<file path="config.mk">
export PLATFORM = sky130hd
export DESIGN_NAME = spims_shifter
export DESIGN_NICKNAME = d
export VERILOG_FILES = /design/src/core/spims_pkg.sv /design/src/core/spims_shifter.sv
export SDC_FILE = /design/constraint.sdc
export NUM_CORES = 1
export LEC_CHECK = 0
export ABC_CLOCK_PERIOD_IN_PS = 2900
export BUFFER_PORTS_ARGS = -buffer_cell sky130_fd_sc_hd__buf_4
export CAP_MARGIN = 20
export CORE_ASPECT_RATIO = 0.7
export CORE_UTILIZATION = 49
export CTS_CLUSTER_SIZE = 12
export DETAILED_ROUTE_END_ITERATION = 7
export GPL_TIMING_DRIVEN = 0
export PLACE_DENSITY = 0.87
export SKIP_LAST_GASP = 1
export SYNTH_ARGS = -nofsm -noshare
export SYNTH_HDL_FRONTEND = slang
export SYNTH_SLANG_ARGS = --single-unit
</file>
<file path="constraint.sdc">
create_clock -name pclk -period 2.9 [get_ports pclk]
set_clock_uncertainty 0.15 [all_clocks]
set_input_delay 0.58 -clock pclk [delete_from_list [all_inputs] [get_ports pclk]]
set_output_delay 0.58 -clock pclk [all_outputs]
set_load 0.005 [all_outputs]
</file>
<file path="src/core/spims_pkg.sv">
// Purpose: constants shared by the serial port shifter
// Assumes: APB word addressing, byte address = 4 * register index
// Notes:   field positions of both control registers live here
package spims_pkg;
	// ------------------------------------------------------------
	// register indices and byte addresses
	// ------------------------------------------------------------
	localparam logic [7:0] IDX_CONTROL = 8'h10;
	localparam logic [7:0] IDX_STATUS  = 8'h11;
	localparam logic [7:0] IDX_DATA    = 8'h12;
	localparam logic [9:0] ADDR_CONTROL = {IDX_CONTROL, 2'b00};
	localparam logic [9:0] ADDR_STATUS  = {IDX_STATUS, 2'b00};
	localparam logic [9:0] ADDR_DATA    = {IDX_DATA, 2'b00};
	// ------------------------------------------------------------
	// serial_port_control fields
	// ------------------------------------------------------------
	localparam int CTL_RX_IE    = 7;
	localparam int CTL_MASTER   = 5;
	localparam int CTL_CLOCK_POLARITY_BIT     = 4;
	localparam int CTL_CLOCK_PHASE_BIT     = 3;
	localparam int CTL_ENABLE   = 1;
	localparam int CTL_TX_IE    = 0;
	localparam logic [7:0] CTL_MASK  = 8'hBB;
	localparam logic [7:0] CTL_RESET = 8'h28;
	// ------------------------------------------------------------
	// serial_port_status_control fields
	// ------------------------------------------------------------
	localparam int STS_RX_FULL  = 7;
	localparam int STS_ERR_IE   = 6;
	localparam int STS_OVERRUN  = 5;
	localparam int STS_MODE_F   = 4;
	localparam int STS_TX_EMPTY = 3;
	localparam int STS_MF_EN    = 2;
	localparam logic [7:0] STS_WR_MASK = 8'h47;
	localparam logic [7:0] STS_RESET   = 8'h08;
	// ------------------------------------------------------------
	// timing
	// ------------------------------------------------------------
	localparam int BITS_PER_FRAME = 8;
	localparam logic [3:0] LAST_EDGE = 4'hF;
	localparam logic [2:0] LAST_BIT  = 3'h7;
	localparam logic [2:0] BIT1_IDX  = 3'h6;
	localparam logic [6:0] HALF_DIV2   = 7'h01;
	localparam logic [6:0] HALF_DIV8   = 7'h04;
	localparam logic [6:0] HALF_DIV32  = 7'h10;
	localparam logic [6:0] HALF_DIV128 = 7'h40;
endpackage

</file>
<file path="src/core/spims_shifter.sv">
// Purpose: full-duplex serial port, master or slave, with APB registers
// Assumes: pclk 100 MHz; pins come in asynchronous and are synchronised
// Notes:   slave clock must stay well below pclk because of synchronising
//
// Operation
// [RULE1] master-select bit set means master, clear means slave
// [RULE2] only a master starts; a data register write starts it
// [RULE3] byte written while shifter empty moves in, transmit-empty sets
// [RULE4] byte shifts out while peer byte shifts in together
// [RULE5] two rate bits pick div 2, 8, 32 or 128 serial clock
// [RULE6] receive-full sets at transfer end, byte moves to receive reg
// [RULE7] receive-full clears after status read then data read
// [RULE8] separate transmit and receive registers share one shifter
// [RULE9] receive and transmit interrupts enabled apart, errors too
// [RULE10] slave takes shift clock from the serial clock pin
// [RULE11] external master holds select low for the whole transfer
// [RULE12] slave copies full byte to receive reg, sets receive-full
// [RULE13] external master may clock a slave up to bus rate; here the synchronisers need sclk well below pclk
// [RULE14] slave shifts out on master-in line once transfer starts
// [RULE15] slave byte written a cycle early goes out, else old shifter
// [RULE16] byte written during transfer waits until transfer ends
// [RULE17] slave starts on first clock edge or select fall by phase
// [RULE18] serial clock idles correctly before the slave is enabled
// [RULE19] set roles first, enable master first, disable slave first
// [RULE20] phase clear: select toggles per byte; phase set: may stay low
// [RULE21] overrun sets if receive unread at bit 1, new byte dropped
// [RULE22] master clock runs only with enable and master-select set
// [RULE23] eight bits, msb first, shift one edge, sample the other
//
// Register access over APB was decided locally.
`timescale 1ns/1ns
module spims_shifter
	import spims_pkg::*;
#(
	parameter int ADDR_W = 10
)(
	input  wire logic              pclk,
	input  wire logic              presetn,
	input  wire logic              psel,
	input  wire logic              penable,
	input  wire logic              pwrite,
	input  wire logic [ADDR_W-1:0] paddr,
	input  wire logic [31:0]       pwdata,
	output logic      [31:0]       prdata,
	output logic                   pready,
	output logic                   pslverr,
	input  wire logic              sclk_in,
	output logic                   sclk_out,
	output logic                   sclk_oe,
	input  wire logic              mosi_in,
	output logic                   mosi_out,
	output logic                   mosi_oe,
	input  wire logic              miso_in,
	output logic                   miso_out,
	output logic                   miso_oe,
	input  wire logic              ss_n_in,
	output logic                   rx_irq,
	output logic                   tx_irq
);
	// refuse an address bus too narrow for the register decoder
	if (ADDR_W < 10)
	begin : g_addr_w_check
		$error("spims_shifter: ADDR_W must be at least 10");
	end

	// half serial period in pclk cycles for a rate code
	function automatic logic [6:0] half_period(input logic [1:0] code);
		case (code)
			2'b00: half_period = HALF_DIV2;
			2'b01: half_period = HALF_DIV8;
			2'b10: half_period = HALF_DIV32;
			default: half_period = HALF_DIV128;
		endcase
	endfunction

	// ------------------------------------------------------------
	// state
	// ------------------------------------------------------------
	logic [7:0] control;
	logic [7:0] status;
	logic [7:0] tx_buf;
	logic [7:0] rx_data;
	logic [7:0] shreg;
	logic       out_bit;
	logic       busy;
	logic [3:0] edge_cnt;
	logic [2:0] bit_cnt;
	logic [6:0] div_cnt;
	logic       drop;
	logic       rx_armed;
	logic       mf_armed;
	logic [3:0] sync1;
	logic [3:0] sync2;
	logic       sclk_d;
	logic       ss_d;

	// ------------------------------------------------------------
	// bus decode
	// ------------------------------------------------------------
	wire [9:0] word_addr = paddr[9:0];
	wire setup_ph  = psel && !penable;
	wire access_ph = psel && penable && pready;
	wire hit_ctl = word_addr == ADDR_CONTROL;
	wire hit_sts = word_addr == ADDR_STATUS;
	wire hit_dat = word_addr == ADDR_DATA;
	wire hit_any = hit_ctl || hit_sts || hit_dat;
	wire wr_ctl  = access_ph && pwrite && hit_ctl;
	wire wr_sts  = access_ph && pwrite && hit_sts;
	wire wr_dat  = access_ph && pwrite && hit_dat;
	wire rd_sts  = access_ph && !pwrite && hit_sts;
	wire rd_dat  = access_ph && !pwrite && hit_dat;
	wire [7:0] rd_mux = hit_ctl ? control :
		hit_sts ? status : hit_dat ? rx_data : 8'h00;

	// ------------------------------------------------------------
	// configuration view
	// ------------------------------------------------------------
	wire is_master = control[CTL_MASTER];
	wire enabled   = control[CTL_ENABLE];
	wire clock_polarity_bit      = control[CTL_CLOCK_POLARITY_BIT];
	wire clock_phase_bit      = control[CTL_CLOCK_PHASE_BIT];
	wire run_m     = enabled && is_master;
	wire run_s     = enabled && !is_master;
	wire rx_full   = status[STS_RX_FULL];
	wire tx_empty  = status[STS_TX_EMPTY];

	// synchronised pins: 0 sclk, 1 ss_n, 2 mosi, 3 miso
	wire sclk_s = sync2[0];
	wire ss_s   = sync2[1];
	wire in_bit = is_master ? sync2[3] : sync2[2];

	// ------------------------------------------------------------
	// master rate generator and edges
	// ------------------------------------------------------------
	wire [6:0] half = half_period({status[1], status[0]});
	wire tick = run_m && (div_cnt == half - 7'h01); // RULE5
	wire m_lead   = !edge_cnt[0];
	wire m_sample = tick && busy && (m_lead ^ clock_phase_bit);
	wire m_shift  = tick && busy && !(m_lead ^ clock_phase_bit);
	wire m_start  = run_m && !busy && !tx_empty; // RULE2

	// ------------------------------------------------------------
	// slave edges from the pin clock
	// ------------------------------------------------------------
	wire s_edge  = run_s && !ss_s && (sclk_s != sclk_d); // RULE10
	wire s_lead  = s_edge && (sclk_s != clock_polarity_bit);
	wire s_trail = s_edge && (sclk_s == clock_polarity_bit);
	wire s_start = run_s && !busy && (clock_phase_bit ? s_lead
		: (!ss_s && ss_d)); // RULE17
	wire s_sample = busy && (clock_phase_bit ? s_trail : s_lead);
	wire s_shift  = busy && (clock_phase_bit ? s_lead : s_trail);

	// ------------------------------------------------------------
	// shared engine events
	// ------------------------------------------------------------
	wire start_ev  = m_start || s_start;
	wire sample_ev = m_sample || s_sample;
	wire shift_ev  = m_shift || s_shift;
	wire m_done = tick && busy && edge_cnt == LAST_EDGE;
	wire s_done = s_sample && bit_cnt == LAST_BIT;
	wire done_ev = m_done || s_done;
	wire [7:0] rx_byte = sample_ev ? {shreg[6:0], in_bit} : shreg;
	// slave reuses old shifter contents when no byte waits
	wire [7:0] load_byte = tx_empty ? shreg : tx_buf; // RULE15
	wire ovr_ev  = sample_ev && bit_cnt == BIT1_IDX && rx_full; // RULE21
	wire mf_m = run_m && !ss_s && status[STS_MF_EN];
	wire mf_s = run_s && busy && ss_s && status[STS_MF_EN];
	wire mf_ev = mf_m || mf_s;
	wire deliver = done_ev && !drop && !ovr_ev; // RULE6 RULE12

	// ------------------------------------------------------------
	// input synchronisers and edge history
	// ------------------------------------------------------------
	// the first stage feeds only the second, history reads stage two
	always_ff @(posedge pclk or negedge presetn)
	begin
		if (!presetn)
		begin
			sync1  <= 4'hF;
			sync2  <= 4'hF;
			sclk_d <= 1'b1; // matches stage two, no false edge
			ss_d   <= 1'b1;
		end
		else
		begin
			sync1  <= {miso_in, mosi_in, ss_n_in, sclk_in};
			sync2  <= sync1;
			sclk_d <= sync2[0];
			ss_d   <= sync2[1];
		end
	end

	// ------------------------------------------------------------
	// APB slave: one setup cycle, answer in the access cycle
	// ------------------------------------------------------------
	always_ff @(posedge pclk or negedge presetn)
	begin
		if (!presetn)
		begin
			pready  <= 1'b0;
			pslverr <= 1'b0;
			prdata  <= 32'h0000_0000;
		end
		else
		begin
			pready  <= setup_ph;
			pslverr <= setup_ph && !hit_any;
			if (setup_ph)
				prdata <= {24'h00_0000, rd_mux};
		end
	end

	// ------------------------------------------------------------
	// control register
	// ------------------------------------------------------------
	// mode fault drops master role so two masters never fight
	always_ff @(posedge pclk or negedge presetn)
	begin
		if (!presetn)
			control <= CTL_RESET;
		else if (mf_m)
			control <= control & ~(8'h01 << CTL_MASTER);
		else if (wr_ctl)
			control <= pwdata[7:0] & CTL_MASK; // RULE1
		else if (wr_dat)
			control <= control & ~(8'h01 << CTL_TX_IE);
	end

	// ------------------------------------------------------------
	// status flags; a hardware set wins over a software clear
	// ------------------------------------------------------------
	always_ff @(posedge pclk or negedge presetn)
	begin
		if (!presetn)
		begin
			status   <= STS_RESET;
			rx_armed <= 1'b0;
			mf_armed <= 1'b0;
		end
		else
		begin
			if (wr_sts)
			begin
				status[STS_ERR_IE] <= pwdata[STS_ERR_IE];
				status[STS_MF_EN]  <= pwdata[STS_MF_EN];
				status[1:0]        <= pwdata[1:0];
			end
			if (rd_sts)
				rx_armed <= rx_full || status[STS_OVERRUN];
			else if (rd_dat)
				rx_armed <= 1'b0;
			if (rd_sts)
				mf_armed <= status[STS_MODE_F];
			else if (wr_ctl)
				mf_armed <= 1'b0;
			// two-step clear of receive-full and overrun
			if (deliver)
				status[STS_RX_FULL] <= 1'b1; // RULE6
			else if (rd_dat && rx_armed)
				status[STS_RX_FULL] <= 1'b0; // RULE7
			if (ovr_ev)
				status[STS_OVERRUN] <= 1'b1; // RULE21
			else if (rd_dat && rx_armed)
				status[STS_OVERRUN] <= 1'b0;
			if (mf_ev)
				status[STS_MODE_F] <= 1'b1;
			else if (wr_ctl && mf_armed)
				status[STS_MODE_F] <= 1'b0;
			// buffer handed to the shifter is empty again
			if (start_ev && !tx_empty)
				status[STS_TX_EMPTY] <= 1'b1; // RULE3
			else if (wr_dat)
				status[STS_TX_EMPTY] <= 1'b0;
		end
	end

	// ------------------------------------------------------------
	// transmit and receive data registers
	// ------------------------------------------------------------
	always_ff @(posedge pclk or negedge presetn)
	begin
		if (!presetn)
		begin
			tx_buf  <= 8'h00;
			rx_data <= 8'h00;
		end
		else
		begin
			if (wr_dat)
				tx_buf <= pwdata[7:0]; // RULE8 RULE16
			if (deliver)
				rx_data <= rx_byte;
		end
	end

	// ------------------------------------------------------------
	// rate divider, free running only while master is enabled
	// ------------------------------------------------------------
	always_ff @(posedge pclk or negedge presetn)
	begin
		if (!presetn)
			div_cnt <= 7'h00;
		else if (!run_m || tick)
			div_cnt <= 7'h00; // RULE22
		else
			div_cnt <= div_cnt + 7'h01;
	end

	// ------------------------------------------------------------
	// shift engine, msb first, one shared shifter
	// ------------------------------------------------------------
	always_ff @(posedge pclk or negedge presetn)
	begin
		if (!presetn)
		begin
			shreg    <= 8'h00;
			out_bit  <= 1'b0;
			busy     <= 1'b0;
			edge_cnt <= 4'h0;
			bit_cnt  <= 3'h0;
			drop     <= 1'b0;
		end
		else if (mf_ev || !enabled)
			busy <= 1'b0;
		else if (start_ev)
		begin
			shreg    <= load_byte; // RULE14 RULE15
			out_bit  <= load_byte[7]; // RULE23
			busy     <= 1'b1;
			edge_cnt <= 4'h0;
			bit_cnt  <= 3'h0;
			drop     <= 1'b0;
		end
		else
		begin
			if (sample_ev)
			begin
				shreg   <= rx_byte; // RULE4
				bit_cnt <= bit_cnt + 3'h1;
			end
			if (shift_ev)
				out_bit <= shreg[7]; // RULE23
			if (tick && busy)
				edge_cnt <= edge_cnt + 4'h1;
			if (ovr_ev)
				drop <= 1'b1;
			if (done_ev)
				busy <= 1'b0;
		end
	end

	// ------------------------------------------------------------
	// pins and interrupt lines, all registered
	// ------------------------------------------------------------
	always_ff @(posedge pclk or negedge presetn)
	begin
		if (!presetn)
		begin
			sclk_out <= 1'b0;
			sclk_oe  <= 1'b0;
			mosi_out <= 1'b0;
			mosi_oe  <= 1'b0;
			miso_out <= 1'b0;
			miso_oe  <= 1'b0;
			rx_irq   <= 1'b0;
			tx_irq   <= 1'b0;
		end
		else
		begin
			if (!busy || !run_m)
				sclk_out <= clock_polarity_bit;
			else if (tick)
				sclk_out <= !sclk_out; // RULE5
			sclk_oe  <= run_m; // RULE1
			mosi_oe  <= run_m;
			mosi_out <= out_bit;
			miso_oe  <= run_s && !ss_s; // RULE14
			miso_out <= out_bit;
			rx_irq   <= (control[CTL_RX_IE] && rx_full) ||
				(status[STS_ERR_IE] && (status[STS_OVERRUN] ||
				status[STS_MODE_F])); // RULE9
			tx_irq   <= control[CTL_TX_IE] && tx_empty; // RULE9
		end
	end

	// ------------------------------------------------------------
	// assertions
	// ------------------------------------------------------------
	chk_role_drive: assert property (@(posedge pclk) disable iff (!presetn)
		!is_master |=> !sclk_oe && !mosi_oe) // RULE1
		else $error("slave drives the clock or master-out pin");
	chk_start_master: assert property (@(posedge pclk)
		disable iff (!presetn) m_start && !mf_ev |=> busy && tx_empty)
		else $error("master load did not empty the buffer"); // RULE3
	chk_no_slave_start: assert property (@(posedge pclk)
		disable iff (!presetn) run_s && wr_dat && !busy && ss_s |=> !busy)
		else $error("data write started a slave transfer"); // RULE2
	chk_div2_rate: assert property (@(posedge pclk) disable iff (!presetn)
		(tick && status[1:0] == 2'b00 && run_m) |=> tick || !run_m)
		else $error("div 2 rate missed a half period"); // RULE5
	chk_rx_deliver: assert property (@(posedge pclk)
		disable iff (!presetn) deliver && !mf_ev
		|=> rx_full && rx_data == $past(rx_byte))
		else $error("received byte not delivered"); // RULE6
	chk_rx_clear: assert property (@(posedge pclk) disable iff (!presetn)
		rd_dat && rx_armed && !deliver |=> !rx_full)
		else $error("receive-full not cleared"); // RULE7
	chk_ovr_bit1: assert property (@(posedge pclk) disable iff (!presetn)
		ovr_ev |=> status[STS_OVERRUN] ##0 $stable(rx_data))
		else $error("overrun lost or data replaced"); // RULE21
	chk_clock_gate: assert property (@(posedge pclk) disable iff (!presetn)
		!run_m |=> div_cnt == 7'h00 && sclk_out == $past(clock_polarity_bit))
		else $error("master clock ran while gated"); // RULE22
	chk_tx_hold: assert property (@(posedge pclk) disable iff (!presetn)
		wr_dat && busy && !done_ev && !mf_ev |=> !tx_empty && busy)
		else $error("write during transfer not held"); // RULE16
	chk_eight_bits: assert property (@(posedge pclk) disable iff (!presetn)
		s_done |-> bit_cnt == LAST_BIT ##1 !busy)
		else $error("slave frame not eight bits"); // RULE23
	chk_miso_en: assert property (@(posedge pclk) disable iff (!presetn)
		run_s && !ss_s |=> miso_oe)
		else $error("selected slave not driving"); // RULE14
	cov_master_frame: cover property (@(posedge pclk) disable iff (!presetn)
		m_done);
	cov_slave_frame: cover property (@(posedge pclk) disable iff (!presetn)
		s_done);
	cov_overrun: cover property (@(posedge pclk) disable iff (!presetn)
		ovr_ev);
	cov_mode_fault: cover property (@(posedge pclk) disable iff (!presetn)
		mf_ev);
endmodule // spims_shifter

</file>
==> impl_metrics.tcl, run 1 <==
set metrics [dict create \
    total_leakage_power_nw 2.511 \
    groute.usage.overall_pct 23.14 \
    fin_crit_ns 2.942 \
    path_max_fanout 8 \
    hold_viol_final 0 \
    synthAdderAreaFrac_pct 1.855 \
    ff_latch_area_sq_mm 0.002096 \
    post-route-drc-count 0 \
    ys_async_sr_fraction_pct 100.0 \
    rsz0062_at_grt "yes" \
    cts_tree "built" \
    grt_overflow 0 \
    fin_tns_setup_ns -0.1922 \
    status "complete, but fails checks" \
    wl_um 9540 \
    crit_required_ns 2.97 \
    cts-root-buf "clkbuf_16" \
    grt_pass1_wl_um 15300 \
    htree_levels 3 \
    fin_total_pwr_mw 2.470 \
    via_per_inst 5.602 \
    irDropWorstVdd_v 0.0003582 \
    period_share_pct 101.5 \
    synth-compound-area-share_pct 13.51 \
    gp_congestion 0.8399 \
    grt_pass1_vias 3026 \
    ys_ff_latch 83 \
    drv_cap 0 \
    grt_antenna_before_repair 0 \
    syn_inst 355 \
    vias 3098 \
    ant_nets 0 \
    synthFlopType "dfrtp_1" \
    yosysSeqAreaShare_pct 51.73 \
    multi_input_area_sq_mm 0.001864 \
    clock-sinks 83 \
    n_antenna_cell 0 \
    fp-row-count 27 \
    synth-simple-area-share_pct 12.80 \
    clk-insertion-delay-late_ns 0.34 \
    grt_max_degree 84 \
    relSlewSlack_pct 61.56 \
    nets 504 \
    fin_ws_ns -0.04248 \
    port_buffers 44 \
    min_path_type "input port to flop" \
    path_buf_inv 1 \
    synth_edf_count 0 \
    worstMarginPinSlew_ns 0.5714 \
    avgRoutedWirePerCell_um 17.25 \
    crit_arrival_ns 3.02 \
    dpl.hpwl_um 6581 \
    max_stage_delay_ns 0.43 \
    crit_top_cell "mux2_4" \
    firstDrtPassIters 5 \
    clk_path_buf_depth 2 \
    fin_cells 553 \
    syn_area_per_cell_sq_um 11.40 \
    violations "negative setup slack" \
    syn2layout_area_growth_pct 27.24 \
    crit_family "simple AND/OR/NAND/NOR gates" \
    cp-end-kind "flop" \
    ys_types 53 \
    place_area_sq_mm 0.004634 \
    die-area_sq_mm 0.008631 \
    crit_slowest_cell "dfrtp_2" \
    drive_gt1_share_pct 38.94 \
    synthMuxAreaShare_pct 11.35 \
    startpoint_type "flop" \
    numCtsBuffers 9 \
    finalSetupViolCount 7 \
    pin_count 93 \
    design_area_sq_mm 0.005149 \
    initial_utilization_pct 50.97 \
    drv_slew 0 \
    synthXorXnorAreaFrac_pct 2.165 \
    fmax_ghz 0.3398 \
    fillers 593 \
    clkTransAtPathRegs_ns 0.07 \
    dp_cells 523 \
    dp_slack_ns -0.3963 \
    criticalPathCategory "flop to flop" \
    die_y_um 78.03 \
    mostFrequentLayoutCell "buf_4" \
    synth_top_family_by_area "compound AO/OA/AOI/OAI gates" \
    core_area_sq_mm 0.007939 \
    synthesis.area_sq_mm 0.004046 \
    fp.dieW_um 110.6 \
    drtIter0Drc 219 \
    power_density_mw_per_mm2 479.8 \
    mostFrequentLayoutCells "81 x buf_4, 68 x dfrtp_1, 31 x nand2_1" \
    path_cells "or2_4 > ha_4 > xnor2_1 > or3_4 > a211oi_4 > or2_1 > buf_6 > mux2_4 > mux2_4" \
    ys_warn_count 0 \
]
state kept, by name (all words and copies together) (netlist names), 3 cells and up:
signal,flops
bit_cnt,3
control,6
div_cnt,7
edge_cnt,4
prdata,8
rx_data,8
shreg,8
status,8
sync1,4
sync2,4
tx_buf,8
kinds of logic (layout without fill, tap and decap cells):
family | count (synthesis) | count (layout)
mux | 41 | 41
simple gates | 100 | 100
buf+inv | 43 | 117
other cells | 1 | 24
flops | 83 | 83
xor+xnor | 10 | 10
compound gates | 71 | 71
fa+ha+maj | 6 | 6
synth_stat cells, drive strengths merged (7+ instances only):
master | count | area, sq um
buf | 29 | 210.2
dfstp | 13 | 341.6
nand3 | 13 | 65.06
nor2 | 19 | 81.33
o21ai | 27 | 142.6
a22o | 8 | 70.07
inv | 9 | 33.78
xor2 | 7 | 61.31
dfrtp | 70 | 1752
nand2 | 33 | 128.9
mux2 | 39 | 439.2
path summary, 6_finish.rpt:
kind                           start         end  slack, ns  cells after the start
min                          miso_in    sync1[3]       0.19                      1
max in group asynchronous    presetn  control[5]       1.44                      3
max reg2reg                status[0]  rx_data[0]      -0.04                      9
min in group asynchronous    presetn   tx_buf[4]       0.52                      2
max                        status[0]  rx_data[0]      -0.04                      9
min reg2reg                 sync1[0]    sync2[0]       0.21                      0
power by group:
part | internal, mW | switching (mW) | leakage, nW
clock | 0.717 | 0.465 | 0.152
combinational | 0.0556 | 0.0552 | 1.26
sequential | 1.17 | 0.00461 | 1.10
total | 1.95 | 0.525 | 2.51
timing repair:
action                     4_1_cts  5_1_grt
pin swaps                        4        5
gates resized for setup          6       12
setup buffers                    8        4
setup endpoints to repair       20       18
hold buffers                     0        1
hold endpoints to repair         0        4
stage by stage:
stage | hold WS (ns) | utilization (%)
finish | 0.1930 | 64.85
global route | 0.1893 | 64.85
CTS | 0.1863 | 63.47
detailed placement | 0.1969 | 58.38
global placement | 0.1961 | 58.38
floorplan | 0.1344 | -
area by class of cell:
class	instances	area share, %
multi-input combinational	252	36.21
tap	101	2.454
sequential	83	40.70
inverter	9	0.6561
buffer	34	4.763
clock buffer	11	4.909
clock inverter	5	1.166
timing repair buffer	58	9.137
routing by layer:
layer | GRT usage (%) | vias to the layer above | routed length [um]
met5 | 0 | - | 0
met4 | 9.200 | 0 | 242
met3 | 8.880 | 27 | 726
met2 | 36.58 | 139 | 4515
met1 | 28.87 | 1528 | 4055
li1 | - | 1404 | -
Power figures use the tool's default switching activity.
==> run 2, diff against run 1 <==
- RECOVER_POWER: not set -> 100
==> impl_metrics.tcl, run 2 (synthesis results as in run 1) <==
set metrics [dict create \
    drive_gt1_share_pct 37.61 \
    drv_slew 0 \
    n_antenna_cell 0 \
    post-route-drc-count 0 \
    clkTransAtPathRegs_ns 0.06 \
    utilization_pct 64.68 \
    status "complete, but fails checks" \
    top_usage_layer "met2" \
    period_share_pct 101.5 \
    relSlewSlack_pct 13.96 \
    fin_crit_ns 2.943 \
    via_per_inst 5.580 \
    min_path_type "input port to flop" \
    die_y_um 78.03 \
    worstMarginPinSlew_ns 1.291 \
    grt_antenna_before_repair 0 \
    finalSetupViolCount 7 \
    clk-insertion-delay-late_ns 0.34 \
    dpl.hpwl_um 6581 \
    cts-root-buf "clkbuf_16" \
    initial_utilization_pct 50.97 \
    nets 504 \
    firstDrtPassIters 5 \
    clk_path_buf_depth 2 \
    vias 3086 \
    drtIter0Drc 209 \
    crit_required_ns 2.97 \
    cts_tree "built" \
    numCtsBuffers 9 \
    grt_max_degree 84 \
    grt_pass1_vias 3026 \
    core_area_sq_mm 0.007939 \
    ant_nets 0 \
    criticalPathCategory "flop to flop" \
    gr-usage-met3_pct 8.880 \
    crit_arrival_ns 3.01 \
    fp.dieW_um 110.6 \
    avgRoutedWirePerCell_um 17.11 \
    grt_overflow 0 \
    mostFrequentLayoutCell "dfrtp_1" \
    groute.usage.overall_pct 23.14 \
    irDropWorstVdd_v 0.0003583 \
    fp-row-count 27 \
    rsz0062_at_grt "yes" \
    fmax_ghz 0.3398 \
    fin_ws_ns -0.04277 \
    pin_count 93 \
    gp_congestion 0.8399 \
    startpoint_type "flop" \
    dp_cells 523 \
    total_leakage_power_nw 2.483 \
    mostFrequentLayoutCells "68 x dfrtp_1, 56 x buf_4, 31 x nand2_1" \
    path_max_fanout 8 \
    power_density_mw_per_mm2 478.7 \
    die-area_sq_mm 0.008631 \
    grt_pass1_wl_um 15300 \
    htree_levels 3 \
    grtUsageMet2_pct 36.58 \
    fin_cells 553 \
    drv_cap 0 \
    wl_um 9460 \
    syn2layout_area_growth_pct 26.90 \
    met1_usage_pct 28.87 \
    port_buffers 44 \
    violations "negative setup slack" \
    clock-sinks 83 \
    hold_viol_final 0 \
    cp-end-kind "flop" \
    fillers 594 \
]
## run 2: cell types whose count changed in the layout (fill, tap and decap cells not counted), sizes merged
cell	change
clkbuf	+25
buf	-25
## run 2: power by group
| group | internal [mW] | total (mW) | switching [mW] |
|---|---|---|---|
| Combinational | 0.0542 | 0.109 | 0.0544 |
| Clock | 0.716 | 1.17 | 0.456 |
| Sequential | 1.17 | 1.18 | 0.00450 |
## run 2: worst paths after layout
kind                                 from         end  slack (ns)  cells after the start
max in group asynchronous         presetn  control[5]        0.76                      3
min in group asynchronous         presetn   tx_buf[4]        0.90                      2
worst min-delay path              miso_in    sync1[3]        0.20                      1
worst max register to register  status[0]  rx_data[0]       -0.04                      9
worst max-delay path            status[0]  rx_data[0]       -0.04                      9
worst min register to register   sync1[2]    sync2[2]        0.21                      0
## run 2: layout make-up
type	instances	area, sq um	area share (%)
buffer	34	245.2	4.776
clock buffer	11	252.7	4.922
clock inverter	5	60.06	1.170
inverter	9	33.78	0.6579
multi-input combinational	252	1858	36.18
sequential	83	2096	40.81
tap	101	126.4	2.461
timing repair buffer	58	462.9	9.016
## run 2: metal layers
metal	share of wire, %	up-vias
met2	48	148
met1	41	1513
met4	1.8	0
met3	9.0	19
li1	-	1406
met5	0	-
## run 2: metrics by stage
step / hold WS, ns / power (mW) / setup slack, ns / cell area [sq um] / TNS [ns]
3_3_place_gp: 0.1961 / 1.299 / -0.2310 / 4634 / -2.601
4_1_cts: 0.1863 / 2.476 / 0.0005118 / 5039 / 0
6_report: 0.1998 / 2.458 / -0.04277 / 5135 / -0.1957
5_1_grt: 0.1925 / 2.539 / -0.1070 / 5135 / -1.005
3_5_place_dp: 0.1969 / 1.302 / -0.3963 / 4634 / -5.335
2_1_floorplan: 0.1344 / 1.241 / -0.03280 / 4178 / -0.2624
## run 2: critical path: stages (launching register included)
cell      delay [ns]
dfrtp_2         0.43
or2_4           0.26
ha_4            0.24
xnor2_1         0.12
or3_4           0.39
a211oi_4        0.29
or2_1           0.20
buf_6           0.17
mux2_4          0.32
mux2_4          0.25
## run 2: repair_timing
action	in CTS	in global routing
hold endpoints to repair	0	4
gates resized for setup	6	12
pin swaps	4	5
hold buffers	0	1
buffers inserted	8	4
endpoints found under the setup margin	20	18
